==> config.mk <==
export PLATFORM = sky130hd
export DESIGN_NAME = usbepr_regs
export DESIGN_NICKNAME = d
export VERILOG_FILES = /design/src/design/usbepr_pkg.sv /design/src/design/usbepr_fifo.sv /design/src/design/usbepr_regs.sv
export SDC_FILE = /design/constraint.sdc
export NUM_CORES = 2
export LEC_CHECK = 0
export BUFFER_PORTS_ARGS = -buffer_cell sky130_fd_sc_hd__buf_2
export CORE_ASPECT_RATIO = 0.5
export CORE_MARGIN = 4
export CORE_UTILIZATION = 50
export CTS_CLUSTER_SIZE = 10
export DETAILED_ROUTE_END_ITERATION = 10
export PLACE_DENSITY = 0.66
export SYNTH_ARGS = -nofsm -noshare
export SYNTH_HDL_FRONTEND = slang
export SYNTH_SLANG_ARGS = --single-unit
==> constraint.sdc <==
create_clock -name clk_sys -period 6 [get_ports clk_sys]
set_input_delay 0.3 -clock clk_sys [delete_from_list [all_inputs] [get_ports clk_sys]]
set_output_delay 0.3 -clock clk_sys [all_outputs]
set_load 0.01 [all_outputs]
==> src/design/usbepr_pkg.sv <==
// package of constants and carrier types for the usb endpoint fifo and interrupt register block
// assumes an 8-bit special-function register port from the core and a same-clock usb serial engine
// What this block does, and what firmware must do (RULE_02, RULE_14)
// RULE_01: writing one then zero empties that FIFO
// RULE_02: firmware pulses each FIFO reset before use
// RULE_03: unused upper bits read zero, never written
// RULE_04: per-endpoint enable bits pass or block interrupts
// RULE_05: flag sets when any endpoint source active
// RULE_06: sources are the five endpoint status bits
// RULE_07: irq raised only for enabled set flags
// RULE_08: flag clears itself; writes to flags ignored
// RULE_09: data port pushes or pops selected FIFO
// RULE_10: seven-bit received byte count, bit seven zero
// RULE_11: low frame number byte, read-only, resets zero
// RULE_12: upper three frame bits in next register
// RULE_13: corrupted start-of-frame leaves frame number unchanged
// RULE_14: firmware clears transmit-complete before marking ready
// RULE_15: each data access advances FIFO pointer one
// RULE_16: data port and count follow selected endpoint
package usbepr_pkg;

  // ===========================================================
  // register offsets in the special-function space
  localparam logic [7:0] ADDR_FRAME_NUM_LOW = 8'hBA;
  localparam logic [7:0] ADDR_FRAME_NUM_HIGH = 8'hBB;
  localparam logic [7:0] ADDR_EP_IRQ_ENABLE = 8'hC2;
  localparam logic [7:0] ADDR_EP_FIFO_DATA = 8'hCF;
  localparam logic [7:0] ADDR_EP_FIFO_RESET = 8'hD5;
  localparam logic [7:0] ADDR_EP_BYTE_COUNT = 8'hE2;
  localparam logic [7:0] ADDR_EP_IRQ_FLAGS = 8'hF8;

  // ===========================================================
  // sizes, field positions and reset values
  localparam int NUM_EP = 3;
  localparam int FIFO_DEPTH = 64;
  localparam int FIFO_PTR_W = 6;
  localparam int BYTE_CNT_W = 7;
  localparam int FRAME_W = 11;
  localparam int FRAME_HIGH_W = 3;
  localparam int FRAME_HIGH_CRCERR_BIT = 4;
  localparam int FRAME_HIGH_CRCOK_BIT = 5;
  localparam logic [2:0] EP_BITS_RESET = 3'h0;
  localparam logic [7:0] BYTE_RESET = 8'h00;
  localparam logic [FRAME_W-1:0] FRAME_RESET = 11'h000;

  // ===========================================================
  // carrier types
  // one endpoint's status bits (interrupt sources)
  typedef struct packed {
    logic stall_sent_or_crc_bad;
    logic setup_received;
    logic out_bank1_full;
    logic out_bank0_full;
    logic in_sent_done;
  } usbepr_ep_status_t;

  // core access on the register port
  typedef struct packed {
    logic [7:0] addr;
    logic wr;
    logic rd;
    logic [7:0] wdata;
  } usbepr_sfr_req_t;

  // start-of-frame report from the serial engine
  typedef struct packed {
    logic valid;
    logic crc_ok;
    logic [FRAME_W-1:0] frame;
  } usbepr_sof_t;

  // byte traffic between the serial engine and the FIFOs
  typedef struct packed {
    logic [1:0] ep;
    logic pkt_start;
    logic rx_push;
    logic [7:0] rx_byte;
    logic tx_pop;
  } usbepr_link_t;

endpackage

==> src/design/usbepr_fifo.sv <==
// one endpoint's byte FIFO: circular buffer with one push port and one pop port
// assumes a synchronous clear held by the owner and no push when full, no pop when empty
`timescale 1ns/1ps
module usbepr_fifo (
  // clock and reset
  input wire logic clk_sys,
  input wire logic rst_b,
  // control
  input wire logic clear,
  // fill side
  input wire logic push,
  input wire logic [7:0] push_byte,
  // drain side
  input wire logic pop,
  output logic [7:0] head_byte,
  // state
  output logic empty,
  output logic full
);

  // ===========================================================
  // storage and pointers
  logic [7:0] mem_r [usbepr_pkg::FIFO_DEPTH]; // byte storage, not reset
  logic [usbepr_pkg::FIFO_PTR_W-1:0] wr_ptr_r; // next slot to fill
  logic [usbepr_pkg::FIFO_PTR_W-1:0] rd_ptr_r; // oldest byte
  logic [usbepr_pkg::FIFO_PTR_W:0] count_r; // bytes held, 0..depth
  logic do_push;
  logic do_pop;

  // refuse overflow and underflow so pointers never pass each other
  assign do_push = push && !full;
  assign do_pop = pop && !empty;
  assign empty = (count_r == '0);
  assign full = (count_r == (usbepr_pkg::FIFO_PTR_W+1)'(usbepr_pkg::FIFO_DEPTH));
  assign head_byte = mem_r[rd_ptr_r];

  // storage write, no reset needed for data
  always_ff @(posedge clk_sys) begin
    if (do_push) begin
      mem_r[wr_ptr_r] <= push_byte;
    end
  end

  // pointers advance one byte per access; clear empties the buffer
  always_ff @(posedge clk_sys or negedge rst_b) begin
    if (!rst_b) begin
      wr_ptr_r <= '0;
      rd_ptr_r <= '0;
      count_r <= '0;
    end else if (clear) begin
      wr_ptr_r <= '0; // RULE_01
      rd_ptr_r <= '0;
      count_r <= '0;
    end else begin
      if (do_push) begin
        wr_ptr_r <= wr_ptr_r + 1'b1; // RULE_15
      end
      if (do_pop) begin
        rd_ptr_r <= rd_ptr_r + 1'b1; // RULE_15
      end
      count_r <= count_r + (usbepr_pkg::FIFO_PTR_W+1)'(do_push) - (usbepr_pkg::FIFO_PTR_W+1)'(do_pop);
    end
  end

endmodule

==> src/design/usbepr_regs.sv <==
// endpoint FIFO, interrupt and frame-number registers of a three-endpoint usb device controller
// assumes the core's register port and the serial engine both run on clk_sys; the endpoint
// selection and status bits are kept elsewhere and arrive here as plain inputs
`timescale 1ns/1ps
module usbepr_regs (
  // clock and reset
  input wire logic clk_sys,
  input wire logic rst_b,
  // core register port
  input wire usbepr_pkg::usbepr_sfr_req_t sfr_req,
  output logic [7:0] sfr_rdata,
  // endpoint selection and status from elsewhere
  input wire logic [1:0] selected_endpoint,
  input wire usbepr_pkg::usbepr_ep_status_t [2:0] endpoint_status,
  // serial engine side
  input wire usbepr_pkg::usbepr_link_t link,
  input wire usbepr_pkg::usbepr_sof_t sof,
  output logic [7:0] tx_byte,
  output logic [2:0] fifo_empty,
  output logic [2:0] fifo_full,
  // interrupt request to the core
  output logic usb_ep_irq
);

  // ===========================================================
  // registers
  logic [2:0] fifo_clear_r; // endpoint FIFO reset bits
  logic [2:0] irq_en_r; // endpoint interrupt enables
  logic [2:0] irq_flag_r; // endpoint interrupt flags
  logic [7:0] rdata_r; // read data holding register
  logic [usbepr_pkg::FRAME_W-1:0] frame_num_r; // last good frame number
  logic sof_crc_ok_r; // last start-of-frame was good
  logic sof_crc_err_r; // last start-of-frame was corrupted
  logic [usbepr_pkg::BYTE_CNT_W-1:0] rx_byte_count_r [usbepr_pkg::NUM_EP]; // bytes after data PID
  logic usb_ep_irq_r; // registered request

  // ===========================================================
  // decode
  logic wr_fifo_reset;
  logic wr_irq_en;
  logic acc_data_wr;
  logic acc_data_rd;
  logic [2:0] ep_any_src; // any source active per endpoint
  logic [2:0] cpu_push;
  logic [2:0] cpu_pop;
  logic [2:0] link_push;
  logic [2:0] link_pop;
  logic [7:0] head_byte [usbepr_pkg::NUM_EP];
  logic [2:0] sel_onehot;
  logic [2:0] link_onehot;

  assign wr_fifo_reset = sfr_req.wr && (sfr_req.addr == usbepr_pkg::ADDR_EP_FIFO_RESET);
  assign wr_irq_en = sfr_req.wr && (sfr_req.addr == usbepr_pkg::ADDR_EP_IRQ_ENABLE);
  assign acc_data_wr = sfr_req.wr && (sfr_req.addr == usbepr_pkg::ADDR_EP_FIFO_DATA);
  assign acc_data_rd = sfr_req.rd && (sfr_req.addr == usbepr_pkg::ADDR_EP_FIFO_DATA);

  // endpoint numbers to one-hot; codes above 2 select nothing
  always_comb begin
    sel_onehot = 3'h0;
    link_onehot = 3'h0;
    if (selected_endpoint < 2'h3) begin
      sel_onehot[selected_endpoint] = 1'b1; // RULE_16
    end
    if (link.ep < 2'h3) begin
      link_onehot[link.ep] = 1'b1;
    end
  end

  // ===========================================================
  // per-endpoint FIFOs
  // the core's access to the selected endpoint takes precedence over the serial engine in the
  // same cycle; the engine is expected not to touch the endpoint that firmware is servicing
  assign cpu_push = acc_data_wr ? sel_onehot : 3'h0; // RULE_09
  assign cpu_pop = acc_data_rd ? sel_onehot : 3'h0; // RULE_09
  assign link_push = link.rx_push ? link_onehot : 3'h0;
  assign link_pop = link.tx_pop ? link_onehot : 3'h0;

  for (genvar e = 0; e < usbepr_pkg::NUM_EP; e++) begin : g_ep
    usbepr_fifo u_fifo (
      .clk_sys(clk_sys),
      .rst_b(rst_b),
      .clear(fifo_clear_r[e]),
      .push(cpu_push[e] || link_push[e]),
      .push_byte(cpu_push[e] ? sfr_req.wdata : link.rx_byte),
      .pop(cpu_pop[e] || (link_pop[e] && !cpu_push[e])),
      .head_byte(head_byte[e]),
      .empty(fifo_empty[e]),
      .full(fifo_full[e])
    );
    // any status bit of the endpoint counts as a source
    assign ep_any_src[e] = |endpoint_status[e]; // RULE_06
  end

  // ===========================================================
  // FIFO reset register: a bit held at one keeps its FIFO empty
  always_ff @(posedge clk_sys or negedge rst_b) begin
    if (!rst_b) begin
      fifo_clear_r <= usbepr_pkg::EP_BITS_RESET;
    end else if (wr_fifo_reset) begin
      fifo_clear_r <= sfr_req.wdata[2:0]; // RULE_01
    end
  end

  // interrupt enable register
  always_ff @(posedge clk_sys or negedge rst_b) begin
    if (!rst_b) begin
      irq_en_r <= usbepr_pkg::EP_BITS_RESET;
    end else if (wr_irq_en) begin
      irq_en_r <= sfr_req.wdata[2:0]; // RULE_04
    end
  end

  // interrupt flags follow the sources; no write path exists, so core writes are ignored
  always_ff @(posedge clk_sys or negedge rst_b) begin
    if (!rst_b) begin
      irq_flag_r <= usbepr_pkg::EP_BITS_RESET;
    end else begin
      irq_flag_r <= ep_any_src; // RULE_05 RULE_08
    end
  end

  // request only for a set flag whose endpoint is enabled
  always_ff @(posedge clk_sys or negedge rst_b) begin
    if (!rst_b) begin
      usb_ep_irq_r <= 1'b0;
    end else begin
      usb_ep_irq_r <= |(irq_flag_r & irq_en_r); // RULE_04 RULE_07
    end
  end
  assign usb_ep_irq = usb_ep_irq_r;

  // ===========================================================
  // received byte counts: restart at a data PID, count each byte that follows
  always_ff @(posedge clk_sys or negedge rst_b) begin
    if (!rst_b) begin
      for (int i = 0; i < usbepr_pkg::NUM_EP; i++) begin
        rx_byte_count_r[i] <= '0;
      end
    end else begin
      for (int i = 0; i < usbepr_pkg::NUM_EP; i++) begin
        if (link_onehot[i] && link.pkt_start) begin
          rx_byte_count_r[i] <= '0; // RULE_10
        end else if (link_push[i] && !cpu_push[i]) begin
          rx_byte_count_r[i] <= rx_byte_count_r[i] + 1'b1; // RULE_10
        end
      end
    end
  end

  // ===========================================================
  // frame number: only an intact start-of-frame updates it
  always_ff @(posedge clk_sys or negedge rst_b) begin
    if (!rst_b) begin
      frame_num_r <= usbepr_pkg::FRAME_RESET;
    end else if (sof.valid && sof.crc_ok) begin
      frame_num_r <= sof.frame; // RULE_11 RULE_12 RULE_13
    end
  end

  // crc status of the latest start-of-frame, rewritten each time
  always_ff @(posedge clk_sys or negedge rst_b) begin
    if (!rst_b) begin
      sof_crc_ok_r <= 1'b0;
      sof_crc_err_r <= 1'b0;
    end else if (sof.valid) begin
      sof_crc_ok_r <= sof.crc_ok;
      sof_crc_err_r <= !sof.crc_ok;
    end
  end

  // ===========================================================
  // read data: captured on the read strobe, unmapped addresses read zero
  always_ff @(posedge clk_sys or negedge rst_b) begin
    if (!rst_b) begin
      rdata_r <= usbepr_pkg::BYTE_RESET;
    end else if (sfr_req.rd) begin
      rdata_r <= usbepr_pkg::BYTE_RESET;
      unique case (sfr_req.addr)
        usbepr_pkg::ADDR_FRAME_NUM_LOW: begin
          rdata_r <= frame_num_r[7:0]; // RULE_11
        end
        usbepr_pkg::ADDR_FRAME_NUM_HIGH: begin
          rdata_r[usbepr_pkg::FRAME_HIGH_W-1:0] <= frame_num_r[usbepr_pkg::FRAME_W-1:8]; // RULE_12
          rdata_r[usbepr_pkg::FRAME_HIGH_CRCERR_BIT] <= sof_crc_err_r;
          rdata_r[usbepr_pkg::FRAME_HIGH_CRCOK_BIT] <= sof_crc_ok_r;
        end
        usbepr_pkg::ADDR_EP_IRQ_ENABLE: begin
          rdata_r[2:0] <= irq_en_r; // RULE_03
        end
        usbepr_pkg::ADDR_EP_FIFO_DATA: begin
          // the head byte is taken in the same cycle that pops it
          rdata_r <= (selected_endpoint < 2'h3) ? head_byte[selected_endpoint] : 8'h00; // RULE_09 RULE_16
        end
        usbepr_pkg::ADDR_EP_FIFO_RESET: begin
          rdata_r[2:0] <= fifo_clear_r; // RULE_03
        end
        usbepr_pkg::ADDR_EP_BYTE_COUNT: begin
          // bit 7 stays zero
          rdata_r[usbepr_pkg::BYTE_CNT_W-1:0] <=
            (selected_endpoint < 2'h3) ? rx_byte_count_r[selected_endpoint] : 7'h00; // RULE_10 RULE_16
        end
        usbepr_pkg::ADDR_EP_IRQ_FLAGS: begin
          rdata_r[2:0] <= irq_flag_r; // RULE_03
        end
        default: begin
          rdata_r <= usbepr_pkg::BYTE_RESET;
        end
      endcase
    end
  end
  assign sfr_rdata = rdata_r;

  // transmit byte for the serial engine: head of the endpoint it addresses, registered
  always_ff @(posedge clk_sys or negedge rst_b) begin
    if (!rst_b) begin
      tx_byte <= usbepr_pkg::BYTE_RESET;
    end else if (link.tx_pop && link.ep < 2'h3) begin
      tx_byte <= head_byte[link.ep];
    end
  end

endmodule

# Word-level counts from Yosys, hierarchy flattened
# Memory sizes are Yosys's and may differ from the RTL's.
# Cells that the tools add are included.
dict set report classes {
  add_sub_neg 15
  n_lt_le_gt_ge 8
  n_eq_ne 10
  muxes 56
  n_bitwise 3
  n_reduce_logical 55
}
# operator count
set ops {}
lappend ops {{2-to-1 mux 7 bit} 12}
lappend ops {{2-to-1 mux 6 bit} 12}
lappend ops {{2-to-1 mux 8 bit} 8}
lappend ops {{== test 8 bit (second input constant)} 7}
lappend ops {{adder 6 x 1 -> 6 bit (second input constant)} 6}
lappend ops {{binary-select mux 8 bit (select 2 bit)} 2}
lappend ops {{logical AND 1 bit} 23}
lappend ops {{adder 7 x 1 -> 7 bit} 3}
lappend ops {{adder 7 x 1 -> 7 bit (second input constant)} 3}
lappend ops {{== test 7 bit (second input constant)} 3}
lappend ops {{zero test 7 bit} 3}
lappend ops {{case mux 3 bit (7 select lines)} 1}
lappend ops {{subtractor 7 x 1 -> 7 bit} 3}
lappend ops {{2-to-1 mux 3 bit} 6}
lappend ops {{nonzero test 2 bit} 9}
lappend ops {{OR reduction 5 bit} 3}
lappend ops {{binary-select mux 7 bit (select 2 bit)} 1}
lappend ops {{zero test 1 bit} 10}
lappend ops {{2-to-1 mux 1 bit} 8}
lappend ops {{case mux 2 bit (4 select lines)} 1}
lappend ops {{greater-or-equal comparator 3 bit (second input constant)} 2}
lappend ops {{logical OR 1 bit} 6}
lappend ops {{< comparator 2 x 3 -> 1 bit (second input constant)} 2}
lappend ops {{inverter 2 -> 3 bit} 2}
lappend ops {{other kinds (7)} 11}
dict set report word_totals {
  reg_bits 117
  ram_bits 1536
  in_bits 63
  output_inout_bits 23
  wordCells 171
  n_memories 3
}
# name words width read_ports rd_ports_with_merged_regs wr line_no
set memory_table {}
lappend memory_table {{g_ep[0].u_fifo.mem_r} 64 8 1 0 1 usbepr_fifo.sv:23} ;# logic [7:0] mem_r [usbepr_pkg::FIFO_DEPTH];
lappend memory_table {{g_ep[1].u_fifo.mem_r} 64 8 1 0 1 usbepr_fifo.sv:23}
lappend memory_table {{g_ep[2].u_fifo.mem_r} 64 8 1 0 1 usbepr_fifo.sv:23}

# Longest topological paths before layout
dict set report depth {
  word_depth 12
  ltp_mapped 17
  mapped_depth_nobuf 17
}

# By module
# A second synthesis with hierarchy kept.
dict set report unflattened {
  cells_unflattened 3713
  hier_area_um2 67577.3
}
# module instances cells_per_inst area_per_inst_um2 seq_area_each_um2
set by_module_without_submodules {}
lappend by_module_without_submodules {{usbepr_fifo at g_ep[0].u_fifo ...} 2 1094 21229.1 15850.2}
lappend by_module_without_submodules {{usbepr_fifo at g_ep[2].u_fifo} 1 1093 21209.1 15850.2}
lappend by_module_without_submodules {usbepr_regs 1 432 3910.0 1501.4}

# Worst setup path before layout
# OpenSTA, ideal clock, no wires.
dict set report synth_timing {
  kind {in2reg}
  from {input selected_endpoint[1]}
  to {register g_ep[2].u_fifo.count_r[6] (netlist bit)}
  setup_time_ns 0.136
  t_arrival_ns 3.182
  required_time_ns 5.864
  setup_slack_ns 2.682
  stages 17
  n_path_buf 2
  path_cell_list {clkbuf_1 nor2b_1 clkbuf_1 nand3_1 a21oi_1 ha_1 inv_1 ha_1 inv_1 fa_1 inv_1 a21oi_1 nor2_1 o21ai_0 a21oi_1 or3_1 a21oi_1}
}
dict set report synth_via {
  elab_chain_len 12
  elab_cells_between_ends 18
  cone_classes {add/sub (2); order compare (3); mux (6); reduce/logical (7)}
}
# element line_no
set synth_lines {}
lappend synth_lines {{start: declaration} usbepr_regs.sv:13} ;# input wire logic [1:0] selected_endpoint,
lappend synth_lines {{< comparator 2 x 3 -> 1 bit (not written as such) / greater-or-equal comparator 2 x 1 -> 1 bit (equally long branches)} usbepr_regs.sv:62} ;# sel_onehot[selected_endpoint] = 1'b1;
lappend synth_lines {{logical AND 1 bit (not written as such)} usbepr_regs.sv:62}
lappend synth_lines {{2-to-1 mux 1 bit (not written as such)} usbepr_regs.sv:62}
lappend synth_lines {{demux 1 bit (select 2 bit)} usbepr_regs.sv:62}
lappend synth_lines {{2-to-1 mux 3 bit *} usbepr_regs.sv:61} ;# if (selected_endpoint < 2'h3) begin
lappend synth_lines {{parallel branches: the longest is 5 deep, another holds adder 7 x 1 -> 7 bit} -}
lappend synth_lines {{subtractor 7 x 1 -> 7 bit *} usbepr_fifo.sv:61} ;# count_r <= count_r + (usbepr_pkg::FIFO_PTR_W+1)'(do_push) - (usbepr_pkg::FIFO_PTR_W+1)'(do_pop);
lappend synth_lines {{2-to-1 mux 7 bit *} usbepr_fifo.sv:50} ;# end else if (clear) begin
lappend synth_lines {{end signal: assignment} usbepr_fifo.sv:61}
lappend synth_lines {{end: declaration} usbepr_fifo.sv:26} ;# logic [usbepr_pkg::FIFO_PTR_W:0] count_r;
# Every way passes the cells marked *.
# A chain may end at the register's enable or synchronous reset.

# Final worst setup path
dict set report layout_timing {
  from {register g_ep[0].u_fifo.rd_ptr_r[0] (netlist bit)}
  to {register rdata_r[2] (netlist: sfr_rdata[2])}
}
dict set report layout_via {
  elab_chain_len 6
}
# element line_no
set layout_lines {}
lappend layout_lines {{start: declaration} usbepr_fifo.sv:25} ;# logic [usbepr_pkg::FIFO_PTR_W-1:0] rd_ptr_r;
lappend layout_lines {{start signal: assignment} usbepr_fifo.sv:59} ;# rd_ptr_r <= rd_ptr_r + 1'b1;
lappend layout_lines {{memory read (64 x 8 bit)} -}
lappend layout_lines {{binary-select mux 8 bit (select 2 bit)} usbepr_regs.sv:192} ;# rdata_r <= (selected_endpoint < 2'h3) ? head_byte[selected_endpoint] : 8'h00;
lappend layout_lines {{2-to-1 mux 8 bit (not written as such) (2 in a row)} usbepr_regs.sv:192}
lappend layout_lines {{2-to-1 mux 8 bit} usbepr_regs.sv:192}
lappend layout_lines {{case mux 3 bit (7 select lines)} usbepr_regs.sv:178} ;# unique case (sfr_req.addr)
lappend layout_lines {{end signal: assignment} usbepr_regs.sv:177} ;# rdata_r <= usbepr_pkg::BYTE_RESET;
lappend layout_lines {{end signal: assignment} usbepr_regs.sv:180} ;# rdata_r <= frame_num_r[7:0];
lappend layout_lines {{end signal: assignment} usbepr_regs.sv:192}
lappend layout_lines {{end: declaration} usbepr_regs.sv:30} ;# logic [7:0] rdata_r;
# Every way passes these cells. The select of a mux whose other input is x is not followed.

==> impl_results.html <==
<table>
<tr><th>Metric</th><th>Value</th></tr>
<tr><th colspan="2">Placed design</th></tr>
<tr><td>RePlAce Congestion</td><td>0.917</td></tr>
<tr><td>Count of input and output buffers</td><td>85</td></tr>
<tr><td>Half-perimeter wire length after detailed placement</td><td>96.0 mm</td></tr>
<tr><td># placed instances</td><td>5,245</td></tr>
<tr><th colspan="2">Detailed routing</th></tr>
<tr><td>Avg WL per Cell</td><td>28.2 um</td></tr>
<tr><td>Number of remaining DRC errors</td><td>0</td></tr>
<tr><td>Vias/cell</td><td>6.21</td></tr>
<tr><td>Drt total wl</td><td>157 mm</td></tr>
<tr><td>First-pass detailed-route iteration total</td><td>8</td></tr>
<tr><td>Via count</td><td>34,400</td></tr>
<tr><td>Final ANT Viol Nets</td><td>0</td></tr>
<tr><td>Starting DRC count in detailed routing</td><td>4,033</td></tr>
<tr><th colspan="2">Flow run</th></tr>
<tr><td>Max-cap viol count</td><td>0</td></tr>
<tr><th colspan="2">Finish</th></tr>
<tr><td>Non-filler cells, final</td><td>5,548</td></tr>
<tr><td>Ant. Diodes</td><td>0</td></tr>
<tr><td>Commonest cells after routing, fill and taps aside</td><td>sky130_fd_sc_hd__edfxtp_1, sky130_fd_sc_hd__mux4_2, sky130_fd_sc_hd__nor2_1, sky130_fd_sc_hd__clkbuf_16, sky130_fd_sc_hd__dfrtp_1</td></tr>
<tr><td>Sequential cell area</td><td>49,100 um^2</td></tr>
<tr><td>Post-layout nets</td><td>3,797</td></tr>
<tr><td>Count of filler cells inserted in the layout</td><td>9,859</td></tr>
<tr><td>Most common cell after layout, fill and taps aside</td><td>sky130_fd_sc_hd__edfxtp_1</td></tr>
<tr><td>Area of combinational cells with multiple inputs</td><td>16,300 um^2</td></tr>
<tr><td>Fraction of final layout cells sized beyond drive strength 1</td><td>21.4%</td></tr>
<tr><td>Area growth, synth to finish</td><td>11.8%</td></tr>
<tr><th colspan="2">Yosys</th></tr>
<tr><td>Main flop type after synthesis</td><td>sky130_fd_sc_hd__edfxtp_1</td></tr>
<tr><td>Synthesized net count</td><td>3,611</td></tr>
<tr><td>Post-synth EDFFs</td><td>1,536</td></tr>
<tr><td>Mapped Avg Cell Area</td><td>18.9 um^2</td></tr>
<tr><td>Proportion of register bits with asynchronous set or reset after synthesis</td><td>7.08%</td></tr>
<tr><td>Number of unique standard cell types used by synthesis</td><td>72</td></tr>
<tr><td>Combined area of all synthesized cells</td><td>66,400 um^2</td></tr>
<tr><td>Count of warnings emitted by yosys</td><td>0</td></tr>
<tr><td>Number of register bits inferred by synthesis</td><td>1,653</td></tr>
<tr><td>Post-Synthesis Cells</td><td>3,509</td></tr>
<tr><td>Seq/Total Area, Yosys</td><td>73.8%</td></tr>
<tr><th colspan="2">Floorplan</th></tr>
<tr><td>Height of the die</td><td>266 um</td></tr>
<tr><td>Die Footprint</td><td>139,000 um^2</td></tr>
<tr><td>Chip width</td><td>523 um</td></tr>
<tr><td>Starting utilization of the core area</td><td>50.4%</td></tr>
<tr><td>Core box area</td><td>132,000 um^2</td></tr>
<tr><td>Standard-cell row count</td><td>94</td></tr>
<tr><td>I/O pin total</td><td>86</td></tr>
<tr><th colspan="2">Clock network</th></tr>
<tr><td>Cells resized by post-CTS repair</td><td>0</td></tr>
<tr><td>Clock tree from TritonCTS</td><td>built</td></tr>
<tr><td>CTS Buf Count</td><td>183</td></tr>
<tr><td>CTS clock-pin slew for the worst setup and hold paths</td><td>0.06 ns</td></tr>
<tr><td>Number of buffers on the longest clock path</td><td>3</td></tr>
<tr><td>Clk sinks</td><td>1,653</td></tr>
<tr><td>Number of H-tree levels</td><td>4</td></tr>
<tr><td>Clock latency of the later-clocked register in the worst-skew pair</td><td>0.80 ns</td></tr>
<tr><td>Post-CTS setup repair buffer count</td><td>0</td></tr>
<tr><td>Clock root buffer</td><td>sky130_fd_sc_hd__clkbuf_16</td></tr>
<tr><td>Count of hold-fix buffers inserted at cts</td><td>41</td></tr>
<tr><th colspan="2">STA</th></tr>
<tr><td>Final worst path period need</td><td>4.02 ns</td></tr>
<tr><td>Final hold vios</td><td>0</td></tr>
<tr><td>Max Transition Viols Final</td><td>0</td></tr>
<tr><td>Final setup violation count</td><td>0</td></tr>
<tr><td>Max-slew headroom</td><td>3.42%</td></tr>
<tr><td>Top achievable clock speed</td><td>0.249 GHz</td></tr>
<tr><td>Least-Margin Pin Slew</td><td>1.44 ns</td></tr>
<tr><td>Maximum clock skew at final layout</td><td>0.0475 ns</td></tr>
<tr><td>Share of the clock period used by the worst path after layout</td><td>66.9%</td></tr>
<tr><td>Unrepaired setup endpoints after global routing</td><td>no</td></tr>
<tr><td>Aggregate negative setup slack</td><td>0 ns</td></tr>
<tr><th colspan="2">Global routing</th></tr>
<tr><td>Remaining global-route overflow</td><td>0</td></tr>
<tr><td>Via count of the first global-routing pass</td><td>34,900</td></tr>
<tr><td>Initial antenna violation count</td><td>0</td></tr>
<tr><td>Largest net degree at the start of global routing</td><td>68</td></tr>
<tr><td>GRT Total Usage</td><td>22.8%</td></tr>
<tr><td>Global-route wire length before repair</td><td>235 mm</td></tr>
<tr><th colspan="2">Pwr</th></tr>
<tr><td>Total power per unit cell area</td><td>424 nW/um^2</td></tr>
<tr><td>Worst ir drop on vdd</td><td>0.317 mV</td></tr>
<tr><td>Static leakage</td><td>23.9 nW</td></tr>
<tr><th colspan="2">Setup path</th></tr>
<tr><td>CP max FO</td><td>34</td></tr>
<tr><td>Start-to-end type of the worst setup path</td><td>reg -&gt; reg</td></tr>
<tr><td>Arrival time reported for the critical path endpoint</td><td>4.72 ns</td></tr>
<tr><td>Data required, critical path</td><td>6.71 ns</td></tr>
<tr><td>Category of the worst setup path capture point</td><td>register</td></tr>
<tr><td>Type of element launching the critical path</td><td>register</td></tr>
<tr><th colspan="2">Hold path</th></tr>
<tr><td>Worst min-delay path class</td><td>in -&gt; reg</td></tr>
<tr><th colspan="2">Run status</th></tr>
<tr><td>Outcome</td><td>completed</td></tr>
</table>
-- synth_stat cells (18+ instances only) --
master                     count  area, um^2
sky130_fd_sc_hd__mux4_2      359        8090
sky130_fd_sc_hd__nor2b_1      45         282
sky130_fd_sc_hd__mux2_2       66         743
sky130_fd_sc_hd__buf_2        57         285
sky130_fd_sc_hd__ha_1         36         450
sky130_fd_sc_hd__nand3_1      36         180
sky130_fd_sc_hd__a22o_1       18         158
sky130_fd_sc_hd__o22ai_1      46         288
sky130_fd_sc_hd__mux2i_1      79         791
sky130_fd_sc_hd__nor3_1       26         130
sky130_fd_sc_hd__dfrtp_1     117        2930
sky130_fd_sc_hd__clkbuf_1     75         282
sky130_fd_sc_hd__xor2_1       40         350
sky130_fd_sc_hd__a21oi_1      62         310
sky130_fd_sc_hd__nor2_1      314        1180
sky130_fd_sc_hd__and2_1       19         119
sky130_fd_sc_hd__buf_4        25         188
sky130_fd_sc_hd__a22oi_1      90         676
sky130_fd_sc_hd__nand2_1      99         372
sky130_fd_sc_hd__inv_1        42         158
sky130_fd_sc_hd__edfxtp_1   1536       46100
sky130_fd_sc_hd__buf_1        25        93.8
sky130_fd_sc_hd__o21ai_0      39         195
sky130_fd_sc_hd__nand4_1      22         138
-- final cells by class --
type | instances | area share, %
Inverter | 44 | 0.222
Sequential cell | 1653 | 66.1
Timing Repair Buffer | 192 | 1.91
Multi-Input combinational cell | 1621 | 21.9
Clock inverter | 15 | 0.428
Tap cell | 1776 | 2.99
Clock buffer | 247 | 6.49
-- cell families (layout without fill, tap and decap cells) --
logic type / Yosys count / in the layout / share of synthesized area [%]
fa+ha+maj: 39 / 39 / 0.768
flops: 1653 / 1653 / 73.8
mux: 504 / 504 / 14.5
xor+xnor: 57 / 57 / 0.751
buf+inv: 235 / 498 / 1.68
compound gates: 350 / 350 / 3.66
simple gates: 671 / 671 / 4.83
-- routing by layer --
metal  wire, um  vias to the layer above  global-route usage [%]
li1           -                    14500                       -
met1      65600                    18000                    33.4
met2      72700                     1608                    34.7
met3      13500                      297                    4.62
met4       4890                        0                    7.50
met5          0                        -                       0
-- where the power goes --
group | switching, W | total, W | internal [W]
combinational | 0.00431 | 0.00784 | 0.00353
sequential | 0.000795 | 0.0137 | 0.0129
clock | 0.00433 | 0.00995 | 0.00562
total | 0.00943 | 0.0315 | 0.0220
-- state kept, by name, indices dropped and copies added (netlist names) --
signal	cells
sof_crc_ok_r	1
sof_crc_err_r	1
rx_byte_count_r	21
fifo_clear_r	3
usb_ep_irq	1
g_ep.u_fifo.count_r	21
tx_byte	8
frame_num_r	11
g_ep.u_fifo.rd_ptr_r	18
g_ep.u_fifo.mem_r	1536
sfr_rdata	8
g_ep.u_fifo.wr_ptr_r	18
irq_en_r	3
irq_flag_r	3
-- worst max-delay path, cell delays in order, from the launching register on --
cell and delay, ns:
sky130_fd_sc_hd__dfrtp_4 0.90, sky130_fd_sc_hd__buf_4 0.47, sky130_fd_sc_hd__mux4_2 0.33, sky130_fd_sc_hd__mux2i_1 0.15
sky130_fd_sc_hd__a22o_1 0.25, sky130_fd_sc_hd__nor4_1 1.14, sky130_fd_sc_hd__a2111oi_0 0.33, sky130_fd_sc_hd__o31ai_1 0.30
-- final timing paths --
path | startpoint | cells after the start | to | slack [ns]
min in group asynchronous | rst_b | 2 | g_ep[2].u_fifo.count_r[4] | 0.19
max | g_ep[0].u_fifo.rd_ptr_r[0] | 7 | sfr_rdata[2] | 1.98
max in group asynchronous | rst_b | 3 | g_ep[0].u_fifo.rd_ptr_r[1] | 4.44
min reg2reg | sof_crc_err_r | 1 | sof_crc_err_r | 0.51
max reg2reg | g_ep[0].u_fifo.rd_ptr_r[0] | 7 | sfr_rdata[2] | 1.98
min | link[9] | 5 | rx_byte_count_r[14] | 0.08
-- metrics by stage --
step	utilization [%]	hold WS, ns	area (um^2)	setup WS, ns	total power [W]
after floorplan	-	0.00441	66400	2.68	0.0191
after global placement	52.2	0.485	68700	1.92	0.0216
after detailed placement	52.2	0.488	68700	1.80	0.0217
after CTS	56.4	0.0126	74300	2.07	0.0316
after global routing	56.4	0.0979	74300	1.80	0.0327
final	56.4	0.0768	74300	1.98	0.0315
No activity file was read; power rests on OpenSTA's default activity.
